==> src/shared/pmon_pkg.sv <==
package pmon_pkg;
  localparam int CLK_HZ = 200_000_000;
  localparam int TICK_MS = 1000;
  localparam int BLINK_MS = 500;
  localparam int TICK_CYCLES = CLK_HZ / 1000 * TICK_MS;
  localparam int BLINK_CYCLES = CLK_HZ / 1000 * BLINK_MS;
  localparam logic [15:0] SLOW_RPM = 16'h003C;
  localparam logic [15:0] ZERO_RPM = 16'h0000;
  localparam logic [7:0] TEMP_WARN_MOTOR = 8'h50;
  localparam logic [7:0] TEMP_ERR_MOTOR = 8'h5A;
  localparam logic [7:0] TEMP_WARN_ELEC = 8'h46;
  localparam logic [7:0] TEMP_ERR_ELEC = 8'h50;
  localparam logic [15:0] DIRECT_VENT_S = 16'h0006;
  localparam logic [7:0] ADDR_CTRL = 8'h00;
  localparam logic [7:0] ADDR_ACK = 8'h04;
  localparam logic [7:0] ADDR_STATUS = 8'h08;
  localparam logic [7:0] ADDR_CODE = 8'h0C;
  localparam logic [7:0] ADDR_ERRS = 8'h10;
  localparam logic [7:0] ADDR_SPEED_SW = 8'h14;
  localparam logic [7:0] ADDR_TARGET = 8'h18;
  localparam logic [7:0] ADDR_RUNUP = 8'h1C;
  localparam logic [7:0] ADDR_VENT = 8'h20;
  localparam int CTRL_RUN = 0;
  localparam int CTRL_VMODE = 1;
  localparam int ACK_BIT = 0;
  localparam logic [15:0] RST_SPEED_SW = 16'h2EE0;
  localparam logic [15:0] RST_TARGET = 16'h3A98;
  localparam logic [15:0] RST_RUNUP_S = 16'h0258;
  localparam logic [15:0] RST_VENT_S = 16'h000A;
  localparam logic [1:0] VM_DELAYED = 2'h0;
  localparam logic [1:0] VM_NONE = 2'h1;
  localparam logic [1:0] VM_DIRECT = 2'h2;
  localparam int ERR_N = 10;
  localparam int E_OVERSPEED = 0;
  localparam int E_OVERVOLT = 1;
  localparam int E_RUNUP = 2;
  localparam int E_TEMP_ELEC = 8;
  localparam int E_TEMP_MOTOR = 9;
  localparam logic [ERR_N-1:0] ZERO_ACK_MASK = 10'h0FB;
  localparam logic [ERR_N-1:0][7:0] ERR_CODE = {8'h2D, 8'h2C, 8'h29, 8'h15, 8'h0A,
                                                8'h08, 8'h07, 8'h06, 8'h02, 8'h01};
  typedef struct packed {
    logic [15:0] speed;
    logic [7:0] temp_motor;
    logic [7:0] temp_elec;
    logic [6:0] fault;
    logic selftest;
  } pmon_sense_s;
  typedef enum logic [2:0] {
    P_OFF = 3'b000,
    P_RUNUP = 3'b001,
    P_AT_SPEED = 3'b010,
    P_STOP_WAIT = 3'b011,
    P_VENT = 3'b100
  } pmon_pump_e;
endpackage : pmon_pkg

==> src/rtl/pmon_top.sv <==
// Contract
// (RULE1) run off: green flashes; speed classed at or below 60 rpm.
// (RULE2) run on, target not reached: green flashes inverse.
// (RULE3) run on, target reached: green steady.
// (RULE4) yellow steady on warning, red steady on error, else dark.
// (RULE5) warning and error temperature thresholds are fixed constants.
// (RULE6) over warning temperature: derate power, warn, keep motor running.
// (RULE7) derated speed below switchpoint switches the pump off.
// (RULE8) over error temperature: pump off at once, error latched.
// (RULE9) run command survives error shutdown; restart after acknowledge.
// (RULE10) on error pump and peripherals off; venting after preset delay.
// (RULE11) warnings alone leave motor and peripherals running.
// (RULE12) numeric fault code readable; external party reads it.
// (RULE13) external party acknowledges after removing cause; latch clears.
// (RULE14) codes 1,2,7,8,10,21,41 acknowledge only at zero speed.
// (RULE15) run-up timeout below switchpoint raises error 6, no zero-speed need.
// (RULE16) distinct codes for overspeed, voltage, fluid, link, missing, drive.
// (RULE17) after passed self-test, corrected errors clear before starting.
// (RULE18) run cleared: pump off, venting on, backing pump off.
// (RULE19) both flash patterns come from one blink timer, one the inverse.
// (RULE20) all lamps dark while held in reset.
module pmon_top #(
  parameter int TICK_CYCLES = pmon_pkg::TICK_CYCLES,
  parameter int BLINK_CYCLES = pmon_pkg::BLINK_CYCLES
) (
  input wire logic CLOCK,
  input wire logic RESETN,
  input wire logic HSEL,
  input wire logic [31:0] HADDR,
  input wire logic [1:0] HTRANS,
  input wire logic HWRITE,
  input wire logic [2:0] HSIZE,
  input wire logic [31:0] HWDATA,
  input wire logic HREADY,
  output logic [31:0] HRDATA,
  output logic HREADYOUT,
  output logic HRESP,
  input wire logic [15:0] ROTOR_SPEED,
  input wire logic [7:0] TEMP_MOTOR,
  input wire logic [7:0] TEMP_ELEC,
  input wire logic [6:0] FAULT_IN,
  input wire logic SELFTEST_PASS,
  output logic LED_GREEN,
  output logic LED_YELLOW,
  output logic LED_RED,
  output logic MOTOR_EN,
  output logic DERATE,
  output logic PERIPH_EN,
  output logic BACKING_EN,
  output logic VENT_EN
);
  function automatic logic [7:0] err_code(input logic [pmon_pkg::ERR_N-1:0] v);
    logic [7:0] c;
    c = 8'h00;
    for (int i = pmon_pkg::ERR_N - 1; i >= 0; i--) begin
      if (v[i]) begin
        c = pmon_pkg::ERR_CODE[i];
      end
    end
    return c;
  endfunction : err_code

  pmon_pkg::pmon_sense_s meta_r, sense_r;
  logic selftest_d_r, selftest_ok_r;
  logic run_r, ack_r, trip_r, blink_r, derate_r;
  logic [1:0] vmode_r;
  logic [15:0] speed_sw_r, target_r, runup_s_r, vent_s_r, secs_r;
  logic [31:0] tick_cnt_r, blink_cnt_r, rdata_r;
  logic [pmon_pkg::ERR_N-1:0] err_r, cause, clr;
  logic [7:0] addr_r;
  logic wr_r, rd_ph, led_g_r, led_y_r, led_r_r;
  pmon_pkg::pmon_pump_e state_r, state_nxt;
  logic sec_tick, speed_zero, below_sw, hot, warn_any, err_any, go, runup_set;
  logic st_rise, wr_ctrl, ack_stb;

  // input synchroniser
  always_ff @(posedge CLOCK) begin
    if (!RESETN) begin
      meta_r <= '0;
      sense_r <= '0;
      selftest_d_r <= 1'b0;
    end else begin
      meta_r <= {ROTOR_SPEED, TEMP_MOTOR, TEMP_ELEC, FAULT_IN, SELFTEST_PASS};
      sense_r <= meta_r;
      selftest_d_r <= sense_r.selftest;
    end
  end

  assign st_rise = sense_r.selftest & ~selftest_d_r;
  assign speed_zero = (sense_r.speed == pmon_pkg::ZERO_RPM);
  assign below_sw = (sense_r.speed < speed_sw_r);
  assign hot = (sense_r.temp_motor > pmon_pkg::TEMP_ERR_MOTOR) |
               (sense_r.temp_elec > pmon_pkg::TEMP_ERR_ELEC); // RULE5
  assign warn_any = (sense_r.temp_motor > pmon_pkg::TEMP_WARN_MOTOR) |
                    (sense_r.temp_elec > pmon_pkg::TEMP_WARN_ELEC); // RULE5
  assign err_any = |err_r;
  assign go = run_r & ~err_any & selftest_ok_r & ~trip_r; // RULE11

  // ahb-lite slave, zero wait states
  assign HREADYOUT = 1'b1;
  assign HRESP = 1'b0;
  assign HRDATA = rdata_r;
  assign rd_ph = HSEL & HREADY & HTRANS[1] & ~HWRITE;
  assign wr_ctrl = wr_r & (addr_r == pmon_pkg::ADDR_CTRL);
  assign ack_stb = ack_r;

  always_ff @(posedge CLOCK) begin
    if (!RESETN) begin
      wr_r <= 1'b0;
      addr_r <= 8'h00;
    end else begin
      wr_r <= HSEL & HREADY & HTRANS[1] & HWRITE;
      addr_r <= HADDR[7:0];
    end
  end

  // writable registers
  always_ff @(posedge CLOCK) begin
    if (!RESETN) begin
      run_r <= 1'b0;
      vmode_r <= pmon_pkg::VM_DELAYED;
      speed_sw_r <= pmon_pkg::RST_SPEED_SW;
      target_r <= pmon_pkg::RST_TARGET;
      runup_s_r <= pmon_pkg::RST_RUNUP_S;
      vent_s_r <= pmon_pkg::RST_VENT_S;
      ack_r <= 1'b0;
    end else begin
      ack_r <= wr_r & (addr_r == pmon_pkg::ADDR_ACK) & HWDATA[pmon_pkg::ACK_BIT];
      if (wr_ctrl) begin
        run_r <= HWDATA[pmon_pkg::CTRL_RUN]; // RULE9
        vmode_r <= HWDATA[pmon_pkg::CTRL_VMODE +: 2];
      end
      if (wr_r && addr_r == pmon_pkg::ADDR_SPEED_SW) begin
        speed_sw_r <= HWDATA[15:0];
      end
      if (wr_r && addr_r == pmon_pkg::ADDR_TARGET) begin
        target_r <= HWDATA[15:0];
      end
      if (wr_r && addr_r == pmon_pkg::ADDR_RUNUP) begin
        runup_s_r <= HWDATA[15:0];
      end
      if (wr_r && addr_r == pmon_pkg::ADDR_VENT) begin
        vent_s_r <= HWDATA[15:0];
      end
    end
  end

  // read data captured in the address phase
  always_ff @(posedge CLOCK) begin
    if (!RESETN) begin
      rdata_r <= 32'h0000_0000;
    end else if (rd_ph) begin
      unique case (HADDR[7:0])
        pmon_pkg::ADDR_CTRL: rdata_r <= {29'h0, vmode_r, run_r};
        pmon_pkg::ADDR_STATUS: rdata_r <= {24'h0, selftest_ok_r, trip_r, derate_r,
                                           warn_any, err_any, speed_zero,
                                           (sense_r.speed <= pmon_pkg::SLOW_RPM),
                                           (state_r == pmon_pkg::P_AT_SPEED)}; // RULE1
        pmon_pkg::ADDR_CODE: rdata_r <= {24'h0, err_code(err_r)}; // RULE12
        pmon_pkg::ADDR_ERRS: rdata_r <= {22'h0, err_r};
        pmon_pkg::ADDR_SPEED_SW: rdata_r <= {16'h0, speed_sw_r};
        pmon_pkg::ADDR_TARGET: rdata_r <= {16'h0, target_r};
        pmon_pkg::ADDR_RUNUP: rdata_r <= {16'h0, runup_s_r};
        pmon_pkg::ADDR_VENT: rdata_r <= {16'h0, vent_s_r};
        default: rdata_r <= 32'h0000_0000;
      endcase
    end
  end

  // fault latch, set wins over clear
  assign runup_set = (state_r == pmon_pkg::P_RUNUP) & below_sw & sec_tick &
                     (secs_r >= runup_s_r); // RULE15
  always_comb begin
    cause = {(sense_r.temp_motor > pmon_pkg::TEMP_ERR_MOTOR),
             (sense_r.temp_elec > pmon_pkg::TEMP_ERR_ELEC),
             sense_r.fault[6:2], runup_set, sense_r.fault[1:0]}; // RULE16
    clr = '0;
    if (ack_stb || st_rise) begin
      clr = ~cause &
            ~(pmon_pkg::ZERO_ACK_MASK & {pmon_pkg::ERR_N{~speed_zero & ~st_rise}}); // RULE14
    end
  end

  always_ff @(posedge CLOCK) begin
    if (!RESETN) begin
      err_r <= '0;
    end else begin
      err_r <= (err_r & ~clr) | cause; // RULE13 RULE17 RULE8
    end
  end

  // self-test gate
  always_ff @(posedge CLOCK) begin
    if (!RESETN) begin
      selftest_ok_r <= 1'b0;
    end else if (st_rise) begin
      selftest_ok_r <= 1'b1; // RULE17
    end
  end

  // timers
  assign sec_tick = (tick_cnt_r == 32'(TICK_CYCLES - 1));
  always_ff @(posedge CLOCK) begin
    if (!RESETN || state_r != state_nxt) begin
      tick_cnt_r <= 32'h0000_0000;
      secs_r <= 16'h0000;
    end else if (sec_tick) begin
      tick_cnt_r <= 32'h0000_0000;
      if (secs_r != 16'hFFFF) begin
        secs_r <= secs_r + 16'h0001;
      end
    end else begin
      tick_cnt_r <= tick_cnt_r + 32'h0000_0001;
    end
  end

  always_ff @(posedge CLOCK) begin
    if (!RESETN) begin
      blink_cnt_r <= 32'h0000_0000;
      blink_r <= 1'b0;
    end else if (blink_cnt_r == 32'(BLINK_CYCLES - 1)) begin
      blink_cnt_r <= 32'h0000_0000;
      blink_r <= ~blink_r; // RULE19
    end else begin
      blink_cnt_r <= blink_cnt_r + 32'h0000_0001;
    end
  end

  // derating and switchpoint trip
  always_ff @(posedge CLOCK) begin
    if (!RESETN) begin
      derate_r <= 1'b0;
      trip_r <= 1'b0;
    end else begin
      derate_r <= warn_any; // RULE6
      if (state_r == pmon_pkg::P_AT_SPEED && derate_r && below_sw) begin
        trip_r <= 1'b1; // RULE7
      end else if (!run_r || ack_stb) begin
        trip_r <= 1'b0;
      end
    end
  end

  // pump sequencing
  always_comb begin
    state_nxt = state_r;
    unique case (state_r)
      pmon_pkg::P_OFF: if (go) state_nxt = pmon_pkg::P_RUNUP;
      pmon_pkg::P_RUNUP: begin
        if (!go) state_nxt = pmon_pkg::P_STOP_WAIT;
        else if (sense_r.speed >= target_r) state_nxt = pmon_pkg::P_AT_SPEED;
      end
      pmon_pkg::P_AT_SPEED: if (!go) state_nxt = pmon_pkg::P_STOP_WAIT; // RULE18
      pmon_pkg::P_STOP_WAIT: begin
        if (go) state_nxt = pmon_pkg::P_RUNUP;
        else if (vmode_r == pmon_pkg::VM_NONE) state_nxt = pmon_pkg::P_OFF;
        else if (vmode_r == pmon_pkg::VM_DIRECT && secs_r >= pmon_pkg::DIRECT_VENT_S)
          state_nxt = pmon_pkg::P_VENT; // RULE10
        else if (vmode_r != pmon_pkg::VM_DIRECT && secs_r >= vent_s_r)
          state_nxt = pmon_pkg::P_VENT; // RULE10
      end
      pmon_pkg::P_VENT: if (go) state_nxt = pmon_pkg::P_RUNUP;
      default: state_nxt = pmon_pkg::P_OFF;
    endcase
  end

  always_ff @(posedge CLOCK) begin
    if (!RESETN) begin
      state_r <= pmon_pkg::P_OFF;
    end else begin
      state_r <= state_nxt;
    end
  end

  assign MOTOR_EN = (state_r == pmon_pkg::P_RUNUP || state_r == pmon_pkg::P_AT_SPEED) &
                    go; // RULE8 RULE9
  assign PERIPH_EN = run_r & ~err_any; // RULE10 RULE11
  assign BACKING_EN = MOTOR_EN; // RULE18
  assign VENT_EN = (state_r == pmon_pkg::P_VENT); // RULE18
  assign DERATE = derate_r;

  // lamps
  always_ff @(posedge CLOCK) begin
    if (!RESETN) begin
      led_g_r <= 1'b0; // RULE20
      led_y_r <= 1'b0;
      led_r_r <= 1'b0;
    end else begin
      if (!run_r) led_g_r <= blink_r; // RULE1
      else if (state_r == pmon_pkg::P_AT_SPEED) led_g_r <= 1'b1; // RULE3
      else led_g_r <= ~blink_r; // RULE2 RULE19
      led_y_r <= warn_any; // RULE4
      led_r_r <= err_any; // RULE4
    end
  end
  assign LED_GREEN = led_g_r;
  assign LED_YELLOW = led_y_r;
  assign LED_RED = led_r_r;
endmodule : pmon_top

==> config.mk <==
export PLATFORM = sky130hd
export DESIGN_NAME = pmon_top
export DESIGN_NICKNAME = d
export VERILOG_FILES = /design/src/shared/pmon_pkg.sv /design/src/rtl/pmon_top.sv
export SDC_FILE = /design/constraint.sdc
export NUM_CORES = 1
export LEC_CHECK = 0
export ABC_CLOCK_PERIOD_IN_PS = 2700
export BUFFER_PORTS_ARGS = -buffer_cell sky130_fd_sc_hd__buf_2
export CELL_PAD_IN_SITES_DETAIL_PLACEMENT = 1
export CELL_PAD_IN_SITES_GLOBAL_PLACEMENT = 1
export CORE_ASPECT_RATIO = 1.2
export CORE_MARGIN = 5
export CORE_UTILIZATION = 35
export DETAILED_ROUTE_END_ITERATION = 10
export PLACE_DENSITY_LB_ADDON = 0.1
export SYNTH_ARGS = -nofsm -noshare
export SYNTH_HDL_FRONTEND = slang
export SYNTH_SLANG_ARGS = --single-unit
==> constraint.sdc <==
create_clock -name CLOCK -period 2.7 [get_ports CLOCK]
set_input_delay 0.54 -clock CLOCK [delete_from_list [all_inputs] [get_ports CLOCK]]
set_output_delay 0.54 -clock CLOCK [all_outputs]
set_load 0.02 [all_outputs]
* Word-level counts from Yosys, hierarchy flattened
Cells that the tools add are included.
Widths: inputs -> output; s select.
** Storage, ports and cells
- Bits in registers :: 289
- Input bits :: 114
- Output and inout port bits :: 42
** Operators by class
- Muxes and demuxes :: 25
- Reductions and logical operators :: 24
- Eq/ne operators :: 23
- Bitwise gates (word level) :: 31
- $lt $le $gt $ge :: 10
- $add $sub $neg :: 3
** Operators by type and width (count)
- $pmux 16 s8 :: 1
- $mux 8 :: 9
- $add 32x1->32 const B :: 2
- $eq 8x5->1 const B :: 7
- $ge 16x16->1 :: 3
- $eq 32x27->1 const B :: 1
- $eq 32x28->1 const B :: 1
- $gt 8x7->1 const B :: 4
- $mux 3 :: 8
- $and 10x10->10 :: 2
- $not 10->10 :: 2
- $add 16x1->16 const B :: 1
- $and 1x1->1 :: 16
- $eq 8x4->1 const B :: 2
- $eq 8x6->1 const B :: 2
- $ge 16x3->1 const B :: 1
- $le 16x6->1 const B :: 1
- $logic_not 16->1 :: 1
- $logic_not 8->1 :: 2
- $lt 16x16->1 :: 1
- $ne 16x16->1 const B :: 1
- $pmux 3 s4 :: 1
- $mux 10 :: 1
- $not 8->10 :: 1
- other kinds (21) :: 45

* Longest topological paths before layout
- Word-level depth :: 11
- Gate-level depth with buffers :: 10
- Mapped depth without buffers :: 9

* Worst setup path after synthesis
Ideal clock, no wire load.
- Path kind :: reg-to-output
- From :: reg err_r[3] (netlist name)
- To :: out MOTOR_EN
- Arrival time :: 1.955 ns
- Stages on the path, launching flop included :: 6
- Setup slack :: 0.205 ns
- Cell sequence :: dfxtp_1 > nor3_1 > nand4_1 > clkbuf_1 > nor3_1 > buf_4
** Between the ends
- Longest elaborated chain between the ends :: 6
** Ends and longest elaborated chain
- start, declared :: RTL line pmon_top.sv:69 : logic [pmon_pkg::ERR_N-1:0] err_r, cause, clr;
- start signal, assigned :: RTL line pmon_top.sv:188 : err_r <= (err_r & ~clr) | cause;
- $reduce_or 10->1 :: RTL line pmon_top.sv:96 : assign err_any = |err_r;
- $not 1->1 :: RTL line pmon_top.sv:97 : assign go = run_r & ~err_any & selftest_ok_r & ~trip_r;
- $and 1x1->1 (3 in series) :: RTL line pmon_top.sv:97
- $and 1x1->1 :: RTL line pmon_top.sv:275 : assign MOTOR_EN = (state_r == pmon_pkg::P_RUNUP || state_r == pmon_pkg::P_AT_SPEED) &
- end, declared :: RTL line pmon_top.sv:46 : output logic MOTOR_EN,
Every way passes these cells.

* Worst setup path after layout
- From :: reg err_r[7] (netlist name)
- To :: out BACKING_EN
** Between the ends
- Longest elaborated chain between the ends :: 6
** Ends and longest elaborated chain
- $reduce_or 10->1 :: RTL line pmon_top.sv:96
- $not 1->1 :: RTL line pmon_top.sv:97
- $and 1x1->1 (3 in series) :: RTL line pmon_top.sv:97
- $and 1x1->1 :: RTL line pmon_top.sv:275
- end, declared :: RTL line pmon_top.sv:49 : output logic BACKING_EN,
Every way passes these cells.

==> run metrics <==
Wirelength per Cell 18.1 µm; skew final 0.0279 ns; Seq/Total Area, Yosys 0.437; critical path endpoint category output port; post-route ant nets 0; number of synthesized register bits 273; area share of the largest cell type after synthesis 0.437; vias per cell 5.04; Final Util 0.430; CTS sink count ~270; combinational share of power 0.046; # DRC 0; IO buf count just over 90; layout cell share with drive strength beyond 1 0.157; Lkg Pwr 6.14 nW; fin area around 0.015 mm²; critical path class reg -> out; endpoints failing setup 0; Avg Inst Size Synth between 8 and 9 µm²; fin. max-slew vios 0; first-pass GRT wire length 57.7 mm; CTS root buf clkbuf_16; synth-to-layout area growth 20.6%; grt total ovfl 0; actual slew at the worst max-slew pin roughly 0.76 ns; Clock Power Share 0.498; antenna violations before repair 0; total core area about 0.035 mm²; Internal 7.07 mW; Pre-antenna DRT Iters 5; max_cap viols 0; main area contributors after synthesis dfxtp_1 (44%), ha_1 (6.7%), and2_1 (5.1%), nand2_1 (5.0%), nor2_1 (4.3%); sw frac 0.225; GP Congestion 0.811; die width around 180 µm; global-route usage over all layers 0.180; Chip Height 217 µm; crit-path max FO 15; clock-pin slew on the worst setup and hold paths ~0.06 ns; ys flop type dfxtp_1; Hold Path Depth 2; Mapped Cells about 1.4k; Flop pwr share 0.456; final hold viol count 0; Clock Path Buffers 3; 1st-iter DRT viols 553; R2R depth 12; CP required 2.16 ns; ys async rst share 0; outcome finished clean; depth of the CTS H-tree 1; number of global-route vias before repair 10.6k; Fmax 0.379 GHz; worst hold path type in -> reg; critical path data arrival time 2.10 ns; largest net degree at the start of global routing 97; RSZ-0062 raised after global routing true; pwr/cell area 605 mW/mm²; via count 10.3k; Tcrit/Tclk final 0.977; yosys warns 0; detailed-placement wirelength estimate ~27 mm; Clock Latency Late Sink between 0.5 and 0.6 ns; CTS Buf Count 30; Total Wirelength 36.9 mm; number of nets in the layout roughly 1.7k; reported net switching power 2.05 mW; die area between 0.03 and 0.04 mm²; post-synth cell types between 70 and 80; Post-synth EDFFs 0; Mapped Area approximately 0.012 mm²; CTS tree yes; cell taking the most area after synthesis dfxtp_1; critical path startpoint category flip-flop; Ports 156; min Tclk post-route 2.64 ns; Rel. slew slack 0.495; row count 75; placed cell areas 0.0137 mm²; Worst VDD drop 0.509 mV; Initial Utilization 0.356; ant diodes 0
-- what timing repair did --
| item | 4_1_cts | 5_1_grt |
|---|---|---|
| setup endpoints to repair | 2 | 28 |
| setup buffers | 0 | 4 |
| hold buffers | 0 | 0 |
| pin swaps | 0 | 6 |
| gates resized for setup | 5 | 23 |
| gates cloned | 0 | 4 |
-- power by group through the flow --
| stage | logic [mW] | clock network, mW | registers (mW) |
|---|---|---|---|
| 6_report | 0.421 | 4.54 | 4.16 |
| 5_1_grt | 0.471 | 4.88 | 4.17 |
| 4_1_cts | 0.402 | 4.68 | 4.16 |
| 3_5_place_dp | 0.398 | 0 | 4.25 |
| 3_3_place_gp | 0.391 | 0 | 4.25 |
| 2_1_floorplan | 0.249 | 0 | 4.24 |
-- cell usage in the layout, fill, tap and decap left out, types with 4 or more instances in the layout --
cell type	netlist	final
dfxtp_1	273	268
nand2_1	167	167
nor2_1	142	142
and2_1	101	101
buf_2	4	92
inv_1	78	77
ha_1	67	67
buf_4	20	51
a21oi_1	50	49
xor2_1	49	49
nand4_1	39	39
a21boi_0	38	38
nor2b_1	35	35
clkbuf_16	0	34
nand3_1	34	33
mux2i_1	29	29
o21ai_0	27	26
xnor2_1	24	24
conb_1	2	18
nor3_1	20	17
o211ai_1	16	16
and3_1	14	14
nor4_1	15	14
clkinv_2	0	11
a21o_1	9	9
a211oi_1	9	8
a31oi_1	10	8
a222oi_1	8	8
a221oi_1	8	8
nand2b_1	7	7
bufinv_16	0	7
or3_1	6	6
nor3_2	3	5
o21a_1	5	5
nor4b_1	5	5
dfxtp_2	0	5
buf_12	0	5
a22o_1	4	4
-- synthesized netlist by cell type (4+ instances only) --
cell type	count
a211oi_1	9
a21boi_0	38
a21o_1	9
a21oi_1	50
a221oi_1	8
a222oi_1	8
a22o_1	4
a31oi_1	10
and2_1	101
and3_1	14
buf_2	4
buf_4	20
clkbuf_1	46
dfxtp_1	273
ha_1	67
inv_1	78
mux2i_1	29
nand2_1	167
nand2b_1	7
nand3_1	34
nand4_1	39
nor2_1	142
nor2b_1	35
nor3_1	20
nor4_1	15
nor4b_1	5
o211ai_1	16
o21a_1	5
o21ai_0	27
or3_1	6
xnor2_1	24
xor2_1	49
-- layout make-up --
cell class              instances  area (µm²)
clock inverters                23         329
repair buffers                152        1040
multi-input cells            1019        6580
fillers                      4124       20000
well taps                     462         578
clock buffers                  33         782
flip-flops and latches        273        5470
inverters                      78         293
-- registers in the layout, indices dropped and copies added (netlist names), 2 cells and up --
register	cells
meta_r	40
sense_r	33
blink_cnt_r	32
tick_cnt_r	32
HRDATA	16
runup_s_r	16
secs_r	16
speed_sw_r	16
target_r	16
vent_s_r	16
err_r	10
addr_r	8
cause	7
state_r	3
vmode_r	2
-- final timing paths --
path	start	endpoint	slack (ns)
setup / recovery	err_r[7]$_SDFF_PN0_	BACKING_EN	0.06
hold / removal	TEMP_ELEC[1]	meta_r[9]$_SDFF_PN0_	0.15
setup reg to reg	target_r[1]$_SDFFE_PN0P_	tick_cnt_r[16]$_SDFF_PP0_	0.10
hold reg to reg	meta_r[35]$_SDFF_PN0_	sense_r[35]$_SDFF_PN0_	0.43
-- kinds of logic (layout without fill, tap and decap cells) --
kind of cell	Yosys count	in the layout	share of synthesized area
compound gates	216	216	0.120
flops	273	273	0.437
mux	29	29	0.0232
other cells	2	18	0.000601
xor+xnor	73	73	0.0512
buf+inv	149	286	0.0512
fa+ha+maj	67	67	0.0671
simple gates	616	616	0.250
-- critical path, stage by stage, from the launching register on --
cell and delay [ns]:
dfxtp_2 0.38, nor4_4 0.33, nand4_1 0.13, buf_4 0.22, nor3_4 0.23, buf_2 0.21
-- per-layer routing --
| metal | global-route usage | vias to the layer above | share of wire |
|---|---|---|---|
| met5 | 0 | - | 0 |
| met4 | 0.0483 | 0 | 0.023 |
| met3 | 0.0256 | 46 | 0.038 |
| met2 | 0.309 | 163 | 0.48 |
| met1 | 0.239 | 4984 | 0.45 |
| li1 | - | 5098 | - |
-- stage by stage --
step | TNS, ns | std cells | hold WS (ns) | worst slack [ns] | total power [mW]
6_report | 0 | 2040 | 0.153 | 0.0632 | 9.13
5_1_grt | -0.0230 | 2040 | 0.136 | -0.00877 | 9.52
4_1_cts | 0 | 2032 | 0.127 | 0.0130 | 9.25
3_5_place_dp | 0 | 1976 | 0.420 | 0.0826 | 4.65
3_3_place_gp | 0 | 1976 | 0.415 | 0.103 | 4.64
2_1_floorplan | 0 | 1441 | 0.412 | 0.205 | 4.49
Note: power is estimated with default switching activity, not from simulation.
